### src/core/lsw_regs.svh
`ifndef LSW_REGS_SVH
`define LSW_REGS_SVH
`define LSW_CLK_HZ 40000000
`define LSW_MS_CYC (`LSW_CLK_HZ / 1000)
`define LSW_US_CYC (`LSW_CLK_HZ / 1000000)
`define LSW_FRAME_BITS 5'd16
`define LSW_ADDR_CFG 4'h0
`define LSW_ADDR_DUTY0 4'h1
`define LSW_CFG_PWM_EN 0
`define LSW_CFG_CLK_SEL 1
`define LSW_CFG_COOL_LSB 2
`define LSW_CFG_HEAVY_LSB 4
`define LSW_CFG_RESET 12'h002
`define LSW_DUTY_FULL 8'hff
`define LSW_WDOG_MS 310
`define LSW_TOGGLE_MS 250
`define LSW_CAL_MIN_US 20
`define LSW_CAL_MAX_US 200
`define LSW_CAL_SHIFT 2
`define LSW_PWM_HZ 120
`define LSW_PWM_STEPS 256
`define LSW_PWM_DIV (`LSW_CLK_HZ / (`LSW_PWM_HZ * `LSW_PWM_STEPS))
`define LSW_FAIL_LOW_HZ 4000
`define LSW_FAIL_HIGH_HZ 100000
`define LSW_FAIL_SLOW_CYC (`LSW_CLK_HZ / `LSW_FAIL_LOW_HZ)
`define LSW_FAIL_FAST_CYC (`LSW_CLK_HZ / `LSW_FAIL_HIGH_HZ)
`define LSW_BC1_LIGHT_MS 347
`define LSW_BC2_LIGHT_MS 181
`define LSW_BC1_HEAVY_MS 417
`define LSW_BC2_HEAVY_MS 224
`define LSW_COOL_FAST 2'b01
`define LSW_COOL_SLOW 2'b10
`endif

### src/core/lsw_pkg.sv
package lsw_pkg;
   typedef enum logic [2:0] {
      LSW_SLEEP = 3'b001,
      LSW_RUN = 3'b010,
      LSW_SAFE = 3'b100
   } lsw_mode_t;

   typedef struct packed {
      lsw_mode_t mode;
      logic cs_d;
      logic sclk_d;
      logic rst_d;
      logic [3:0] in_d;
      logic [15:0] shift;
      logic [4:0] bitcnt;
      logic [13:0] cs_len;
      logic sdo;
      logic sdo_oe_n;
      logic flt_oe_n;
      logic [11:0] cfg;
      logic [31:0] duty;
      logic [11:0] div;
      logic [11:0] divcnt;
      logic [7:0] pwmcnt;
      logic [15:0] per;
      logic clk_fail;
      logic wd_run;
      logic [23:0] wd_cnt;
      logic wd_exp;
      logic [23:0] tog_cnt;
      logic tog_to;
      logic [3:0] outs;
      logic [15:0] ms_cnt;
      logic ms_tick;
   } lsw_ctrl_st_t;

   typedef struct packed {
      logic lamp_d;
      logic [1:0] phase;
      logic [10:0] cnt;
   } lsw_cool_st_t;
endpackage

### src/core/lsw_sync.sv
`timescale 1ns/1ps
module lsw_sync #(
   parameter int W = 1
) (
   input wire logic clk_sys,
   input wire logic reset,
   input wire logic [W-1:0] d,
   output logic [W-1:0] q
);
   typedef struct packed {
      logic [W-1:0] s1;
      logic [W-1:0] s2;
   } lsw_sync_st_t;
   lsw_sync_st_t r, n;

   always_comb begin
      n.s1 = d;
      n.s2 = r.s1;
   end

   always_ff @(posedge clk_sys) begin
      if (reset) begin
         r <= '0;
      end else begin
         r <= n;
      end
   end

   assign q = r.s2;
endmodule // lsw_sync

### src/core/lsw_cool.sv
`timescale 1ns/1ps
`include "lsw_regs.svh"
module lsw_cool import lsw_pkg::*; (
   input wire logic clk_sys,
   input wire logic reset,
   input wire logic ms_tick,
   input wire logic lamp_on,
   input wire logic heavy,
   input wire logic [1:0] sel,
   output logic active
);
   lsw_cool_st_t r, n;
   logic [10:0] base;
   logic [10:0] len;

   always_comb begin
      n = r;
      n.lamp_d = lamp_on;
      // Heavy lamps use the longer step set
      if (r.phase == 2'd1) begin
         base = heavy ? 11'(`LSW_BC1_HEAVY_MS) : 11'(`LSW_BC1_LIGHT_MS);
      end else begin
         base = heavy ? 11'(`LSW_BC2_HEAVY_MS) : 11'(`LSW_BC2_LIGHT_MS);
      end
      // Fast halves, slow doubles, 00 and 11 keep medium
      if (sel == `LSW_COOL_FAST) begin
         len = base >> 1;
      end else if (sel == `LSW_COOL_SLOW) begin
         len = base << 1;
      end else begin
         len = base;
      end
      if (lamp_on) begin
         n.phase = 2'd0;
         n.cnt = '0;
      end else if (r.lamp_d) begin
         n.phase = 2'd1;
         n.cnt = '0;
      end else if (r.phase != 2'd0 && ms_tick) begin
         if (r.cnt >= len - 11'd1) begin
            n.cnt = '0;
            n.phase = (r.phase == 2'd1) ? 2'd2 : 2'd0;
         end else begin
            n.cnt = r.cnt + 11'd1;
         end
      end
   end

   always_ff @(posedge clk_sys) begin
      if (reset) begin
         r <= '0;
      end else begin
         r <= n;
      end
   end

   assign active = (r.phase != 2'd0);
endmodule // lsw_cool

### src/core/lsw_ctrl.sv
`timescale 1ns/1ps
`include "lsw_regs.svh"
module lsw_ctrl import lsw_pkg::*; #(
   parameter logic [15:0] MS_CYC = 16'(`LSW_MS_CYC),
   parameter logic [23:0] WDOG_CYC = 24'(`LSW_WDOG_MS * `LSW_MS_CYC),
   parameter logic [23:0] TOGGLE_CYC = 24'(`LSW_TOGGLE_MS * `LSW_MS_CYC),
   parameter logic [13:0] CAL_MAX_CYC = 14'(`LSW_CAL_MAX_US * `LSW_US_CYC),
   parameter logic [15:0] FAIL_SLOW_CYC = 16'(`LSW_FAIL_SLOW_CYC)
) (
   // Clock and reset
   input wire logic clk_sys,
   input wire logic reset,
   // Serial port pins
   input wire logic sclk,
   input wire logic cs_n,
   input wire logic sdi,
   output logic sdo_out,
   output logic sdo_oe_n,
   // Control pins
   input wire logic reset_pin_n,
   input wire logic wake,
   input wire logic [3:0] direct_control_inputs,
   // Fault flag pin
   input wire logic fault_flag_n_in,
   output logic fault_flag_n_out,
   output logic fault_flag_n_oe_n,
   // Power stage side
   output logic [3:0] switched_outputs,
   output logic [3:0] bulb_cooling_active,
   output logic awake
);
   localparam logic [13:0] CAL_MIN_CYC = 14'(`LSW_CAL_MIN_US * `LSW_US_CYC);
   localparam logic [15:0] FAIL_FAST_CYC = 16'(`LSW_FAIL_FAST_CYC);
   localparam logic [11:0] PWM_DIV = 12'(`LSW_PWM_DIV);

   lsw_ctrl_st_t r, n;
   logic [9:0] s;
   logic sclk_s;
   logic cs_s;
   logic sdi_s;
   logic rst_s;
   logic wake_s;
   logic flt_s;
   logic [3:0] in_s;
   logic cs_rise;
   logic cs_fall;
   logic sclk_fall;
   logic rst_rise;
   logic in0_rise;
   logic pwm_en;
   logic clk_int;
   logic tick;
   logic cal_hit;
   logic [3:0] addr;
   logic [3:0] cool_act;
   logic [15:0] status_w;

   // Pin synchronisers
   lsw_sync #(.W(10)) u_sync (
      .clk_sys(clk_sys),
      .reset(reset),
      .d({fault_flag_n_in, direct_control_inputs, wake, reset_pin_n, sdi, ~cs_n, sclk}),
      .q(s)
   );

   assign sclk_s = s[0];
   // Select synced inverted so a cleared synchroniser reads as deselected
   assign cs_s = ~s[1];
   assign sdi_s = s[2];
   assign rst_s = s[3];
   assign wake_s = s[4];
   assign in_s = s[8:5];
   assign flt_s = s[9];

   assign cs_rise = cs_s & ~r.cs_d;
   assign cs_fall = ~cs_s & r.cs_d;
   assign sclk_fall = ~sclk_s & r.sclk_d;
   assign rst_rise = rst_s & ~r.rst_d;
   assign in0_rise = in_s[0] & ~r.in_d[0];
   assign pwm_en = r.cfg[`LSW_CFG_PWM_EN];
   assign clk_int = r.cfg[`LSW_CFG_CLK_SEL];
   assign addr = r.shift[15:12];
   assign cal_hit = cs_rise && r.bitcnt == 5'd0 && r.cs_len >= CAL_MIN_CYC && r.cs_len <= CAL_MAX_CYC;

   // Internal ticks from the divider, external ticks from input zero
   assign tick = clk_int ? (r.divcnt >= r.div - 12'd1) : in0_rise;

   assign status_w = {~flt_s, r.clk_fail, r.wd_exp, r.tog_to, r.outs, cool_act, in_s};

   always_comb begin
      n = r;
      n.cs_d = cs_s;
      n.sclk_d = sclk_s;
      n.rst_d = rst_s;
      n.in_d = in_s;
      n.ms_tick = 1'b0;
      if (r.ms_cnt >= MS_CYC - 16'd1) begin
         n.ms_cnt = '0;
         n.ms_tick = 1'b1;
      end else begin
         n.ms_cnt = r.ms_cnt + 16'd1;
      end

      // Serial shift register; host starts every frame with the clock low
      if (cs_fall) begin
         n.shift = status_w;
         n.bitcnt = '0;
         n.cs_len = '0;
      end else if (!cs_s) begin
         if (r.cs_len != 14'h3fff) begin
            n.cs_len = r.cs_len + 14'd1;
         end
         if (sclk_fall) begin
            n.shift = {r.shift[14:0], sdi_s};
            if (r.bitcnt != 5'h1f) begin
               n.bitcnt = r.bitcnt + 5'd1;
            end
         end
      end
      n.sdo = n.shift[15];
      n.sdo_oe_n = cs_s;

      // Watchdog
      if (rst_rise) begin
         n.wd_run = 1'b1;
         n.wd_cnt = '0;
         n.wd_exp = 1'b0;
      end else if (r.wd_run && !r.wd_exp) begin
         if (r.wd_cnt >= WDOG_CYC - 24'd1) begin
            n.wd_exp = 1'b1;
         end else begin
            n.wd_cnt = r.wd_cnt + 24'd1;
         end
      end

      // Register write or calibration at the end of a frame
      if (cs_rise && r.mode != LSW_SLEEP) begin
         if (r.bitcnt == `LSW_FRAME_BITS) begin
            n.wd_cnt = '0;
            if (addr == `LSW_ADDR_CFG) begin
               n.cfg = r.shift[11:0];
            end
            for (int i = 0; i < 4; i++) begin
               if (addr == `LSW_ADDR_DUTY0 + 4'(i)) begin
                  n.duty[i*8 +: 8] = r.shift[7:0];
               end
            end
         end else if (cal_hit) begin
            n.div = 12'(r.cs_len >> `LSW_CAL_SHIFT);
         end
      end

      // Input toggle timeout
      if (in_s != r.in_d) begin
         n.tog_cnt = '0;
         n.tog_to = 1'b0;
      end else if (!r.tog_to) begin
         if (r.tog_cnt >= TOGGLE_CYC - 24'd1) begin
            n.tog_to = 1'b1;
         end else begin
            n.tog_cnt = r.tog_cnt + 24'd1;
         end
      end

      // PWM time base
      if (!clk_int || tick) begin
         n.divcnt = '0;
      end else begin
         n.divcnt = r.divcnt + 12'd1;
      end
      if (tick && !r.clk_fail) begin
         n.pwmcnt = r.pwmcnt + 8'd1;
      end

      // External clock check
      if (!(pwm_en && !clk_int && r.mode == LSW_RUN)) begin
         n.per = '0;
         n.clk_fail = 1'b0;
      end else if (in0_rise) begin
         n.clk_fail = r.per >= FAIL_SLOW_CYC || r.per <= FAIL_FAST_CYC;
         n.per = '0;
      end else if (r.per < FAIL_SLOW_CYC) begin
         n.per = r.per + 16'd1;
      end else begin
         n.clk_fail = 1'b1;
      end

      // Output drive
      for (int i = 0; i < 4; i++) begin
         if (r.mode == LSW_SLEEP) begin
            n.outs[i] = 1'b0;
         end else if (r.mode == LSW_RUN && pwm_en) begin
            n.outs[i] = r.duty[i*8 +: 8] == `LSW_DUTY_FULL || r.pwmcnt < r.duty[i*8 +: 8];
         end else begin
            n.outs[i] = in_s[i];
         end
      end

      n.flt_oe_n = ~(r.clk_fail | r.wd_exp);

      // Operating mode
      unique case (r.mode)
         LSW_SLEEP: begin
            if (rst_s && (rst_rise || wake_s || |in_s)) begin
               n.mode = LSW_RUN;
            end
         end
         LSW_RUN: begin
            if (r.wd_exp) begin
               n.mode = LSW_SAFE;
            end
         end
         LSW_SAFE: begin
            n.mode = LSW_SAFE;
         end
         default: begin
            n.mode = LSW_SLEEP;
         end
      endcase

      if (!rst_s) begin
         n.mode = LSW_SLEEP;
         n.cfg = `LSW_CFG_RESET;
         n.duty = '0;
         n.div = PWM_DIV;
         n.clk_fail = 1'b0;
         n.wd_run = 1'b0;
         n.wd_exp = 1'b0;
         n.tog_to = 1'b0;
      end
   end

   always_ff @(posedge clk_sys) begin
      if (reset) begin
         r <= '0;
         r.mode <= LSW_SLEEP;
         r.cs_d <= 1'b1;
         r.sdo_oe_n <= 1'b1;
         r.flt_oe_n <= 1'b1;
         r.cfg <= `LSW_CFG_RESET;
         r.div <= PWM_DIV;
      end else begin
         r <= n;
      end
   end

   // Cooling timers, one per output
   for (genvar g = 0; g < 4; g++) begin : g_cool
      lsw_cool u_cool (
         .clk_sys(clk_sys),
         .reset(reset),
         .ms_tick(r.ms_tick),
         .lamp_on(r.outs[g]),
         .heavy(g >= 2 ? 1'b1 : r.cfg[`LSW_CFG_HEAVY_LSB + g]),
         .sel(r.cfg[`LSW_CFG_COOL_LSB +: 2]),
         .active(cool_act[g])
      );
   end

   assign sdo_out = r.sdo;
   assign sdo_oe_n = r.sdo_oe_n;
   assign fault_flag_n_out = 1'b0;
   assign fault_flag_n_oe_n = r.flt_oe_n;
   assign switched_outputs = r.outs;
   assign bulb_cooling_active = cool_act;
   assign awake = (r.mode != LSW_SLEEP);
endmodule // lsw_ctrl

### config.mk
export PLATFORM = sky130hd
export DESIGN_NAME = lsw_ctrl
export DESIGN_NICKNAME = d
export VERILOG_FILES = /design/src/core/lsw_pkg.sv /design/src/core/lsw_sync.sv /design/src/core/lsw_cool.sv /design/src/core/lsw_ctrl.sv
export VERILOG_INCLUDE_DIRS = /design/src /design/src/core
export SDC_FILE = /design/constraint.sdc
export NUM_CORES = 1
export LEC_CHECK = 0
export BUFFER_PORTS_ARGS = -buffer_cell sky130_fd_sc_hd__buf_4
export CORE_MARGIN = 4
export CORE_UTILIZATION = 60
export CTS_CLUSTER_SIZE = 8
export DETAILED_ROUTE_END_ITERATION = 7
export PLACE_DENSITY = 0.77
export SLEW_MARGIN = 10
export SYNTH_ARGS = -nofsm -noshare
export SYNTH_HDL_FRONTEND = slang
export SYNTH_SLANG_ARGS = --single-unit
### constraint.sdc
create_clock -name clk_sys -period 11.6 [get_ports clk_sys]
set_clock_uncertainty 0.05 [all_clocks]
set_input_delay 1.74 -clock clk_sys [delete_from_list [all_inputs] [get_ports clk_sys]]
set_output_delay 1.74 -clock clk_sys [all_outputs]
set_load 0.05 [all_outputs]
==> flow_metrics.tcl <==
set metrics [dict create \
    outcome "complete, no violations" \
    worst_slew_margin_rel 0.304 \
    viasPerCell 5.74 \
    critPathSlowestCell "dfxtp_1" \
    cts_tree "yes" \
    detailedPlacementHpwl_mm 21.1 \
    detailedRoute.firstPassIterationCount 5 \
    kind_of_cell_with_the_highest_combined_delay_on_the_critical_path "compound AO/OA/AOI/OAI gates" \
    global_route.peak_usage_layer "met2" \
    wl_mm 30.4 \
    tritoncts_num_sinks 281 \
    synth-main-ff-cell "dfxtp_1" \
    grt.met2_usage 0.378 \
    io_buffer_count 23 \
    final_layout_size_suffix_gt1_frac 0.0570 \
    setup_violations 0 \
    drt-initial-drc-count 617 \
    finalNetCount 1859 \
    synthesis.area_per_instance_um2 8.46 \
    clk_path_buf_depth 3 \
    static-leakage-power_nw 6.16 \
    dieWidth_um 165 \
    cts_repair_resize_count 0 \
    number_of_maximum_capacitance_constraint_violations 0 \
    floorplan.initialDensity 0.608 \
    final.period_utilization 0.404 \
    track_usage 0.226 \
    antenna_found_initial 1 \
    syn-cell-area_um2 14800 \
    clockRootBuffer "clkbuf_16" \
    worst_ir_drop_vdd_v 0.000139 \
    synthToLayoutAreaGrowth_pct 9.29 \
    routing_usage_on_met1 0.302 \
    worst-endpoint-arrival_ns 5.09 \
    final.setup.tns_ns 0 \
    ys_seq_area_frac 0.381 \
    yosys.cell_types.count 74 \
    detail-route-antenna-nets 0 \
    vias_in_the_first_global_route 11000 \
    total_die_area_um2 27200 \
    final_period_minus_worst_setup_slack_ns 4.69 \
    floorplan.core_area_um2 24200 \
    setup.worst_path.start_class "flip-flop" \
    post_synthesis_instance_total 1743 \
    hold_buffers 0 \
    fin_ws_ns 6.91 \
    pin_count_of_the_biggest_net_entering_global_routing 50 \
    i_o_pin_count 25 \
    hold_violations 0 \
    timing_worst_setup_path_type "reg -> reg" \
    htreeDepth 2 \
    critical_path_required_ns 12.00 \
    synth_top_cell_area_share 0.381 \
    pre_cts_ws_ns 6.99 \
    slew_violations 0 \
    cts_post_setup_buffers_inserted 0 \
    yosys_warnings 0 \
    final_cell_mix "281 x dfxtp_1, 238 x nor2_1, 120 x nand2_1" \
    wl_per_cell_um 14.7 \
    n_antenna_cell 0 \
    worstSkewPairLatency_ns 0.54 \
    critPathCaptureType "flip-flop" \
    unrepaired_setup_endpoints_after_global_routing "false" \
    min-delay-path-class "reg -> reg" \
    synth-edff-count 0 \
    worst-slew-pin-transition_ns 1.04 \
    synth_largest_area_cell "dfxtp_1" \
    critical_path.n_buffers_inverters 1 \
    drc 0 \
    maximum_fanout_encountered_on_the_critical_timing_path 26 \
    powerDensity_nw_per_um2 130 \
    rows 57 \
    async_set_or_reset_register_ratio_after_synthesis 0 \
    flops_latches_synth 281 \
    fmax_mhz 213 \
    vias_post_dr 11800 \
    final_util 0.665 \
    cts_made_buffers 41 \
    cp_cell_sequence "inv_1 > nor2_1 > nand2b_1 > nor3_1 > a21oi_1 > o221ai_1 > ha_1 > a21o_1 > a21o_1 > a221oi_1 > o21ai_0 > a21bo_2 > a21oi_1" \
    total_power_mw 2.09 \
    gr-total-overflow 0 \
    gr-usage-met3 0.0369 \
    synth_top_cells_by_area "dfxtp_1 38%, ha_1 9.3%, nor2_1 6.1%" \
    first_pass_grt_wire_length_mm 51.8 \
    layout_commonest_cell "dfxtp_1" \
    die_height_um 165 \
    path_clk_slew_ns 0.05 \
    worst_path_largest_cell_delay_ns 0.92 \
    place_congestion 0.883 \
]
[power by group]
| part | switching [mW] | total, mW | internal, mW |
|---|---|---|---|
| logic | 0.0328 | 0.0500 | 0.0173 |
| registers | 0.00887 | 0.986 | 0.977 |
| clock network | 0.411 | 1.05 | 0.644 |
| total | 0.452 | 2.09 | 1.64 |
[per-layer routing]
metal | wire length (µm) | vias to the layer above
li1 | - | 6073
met1 | 14100 | 5440
met2 | 14100 | 257
met3 | 1560 | 69
met4 | 697 | 2
met5 | 18 | -
[sequential cells by signal (all words and copies together) (netlist names)]
signal             count
pwm_en                 1
r                    193
g_cool.u_cool.r       56
fault_flag_n_oe_n      1
clk_int                1
u_sync.q              10
sdo_oe_n               1
addr                   4
switched_outputs       4
u_sync.n              10
[cells by family after synthesis]
logic type,synth area share
compound gates,0.146
xor+xnor,0.0718
fa+ha+maj,0.0960
buf+inv,0.0453
flops,0.381
mux,0.0348
other cells,0.000509
simple gates,0.224
[through the flow]
| stage | cells | hold WS, ns | instance area [µm²] |
|---|---|---|---|
| final | 2062 | 0.376 | 16100 |
| after global routing | 2062 | 0.394 | 16100 |
| after CTS | 2062 | 0.375 | 16100 |
| after detailed placement | 2016 | 0.367 | 15000 |
| after global placement | 2016 | 0.365 | 15000 |
| after floorplan | 1746 | 0.358 | 14800 |
[layout make-up]
cell class / instances / area, µm²
clock buffers: 43 / 1060
clock inverters: 3 / 43.8
fillers: 1975 / 8130
inverters: 82 / 308
multi-input cells: 1302 / 8470
flip-flops and latches: 281 / 5630
well taps: 324 / 405
repair buffers: 27 / 203
[worst paths after layout]
kind / start / end / slack [ns] / cells after the start
worst max-delay path: r[156] / g_cool[1].u_cool.r[0] / 6.91 / 13
worst min-delay path: r[88] / r[88] / 0.38 / 2
worst max register to register: r[156] / g_cool[1].u_cool.r[0] / 6.91 / 13
worst min register to register: r[88] / r[88] / 0.38 / 2
[cells in the mapped netlist, types with 8 or more instances]
library cell  count
xor2_1           75
inv_1            82
o21ai_0          73
ha_1            110
nand4_1          37
clkbuf_1         56
nor4_1           11
and3_1           22
mux2i_1          49
a211oi_1         26
nand2_1         120
and2_1           12
o2111ai_1        16
xnor2_1          46
or3_1            34
nor2b_1          42
o21a_1           15
a22oi_1           8
o22ai_1          10
nand2b_1         12
buf_2            11
buf_4             9
nor2_1          238
or4_1            11
dfxtp_1         281
nand3_1          75
a21o_1           16
a21oi_1          94
nor3_1           34
o31ai_1          21
[worst reg2reg max path, stage by stage (launching register included)]
cell      delay [ns]
dfxtp_1         0.92
inv_1           0.48
nor2_1          0.80
nand2b_1        0.35
nor3_1          0.09
a21oi_1         0.13
o221ai_1        0.14
ha_1            0.33
a21o_1          0.18
a21o_1          0.16
a221oi_1        0.34
o21ai_0         0.19
a21bo_2         0.33
a21oi_1         0.13
Note: power is estimated with default switching activity, not from simulation.
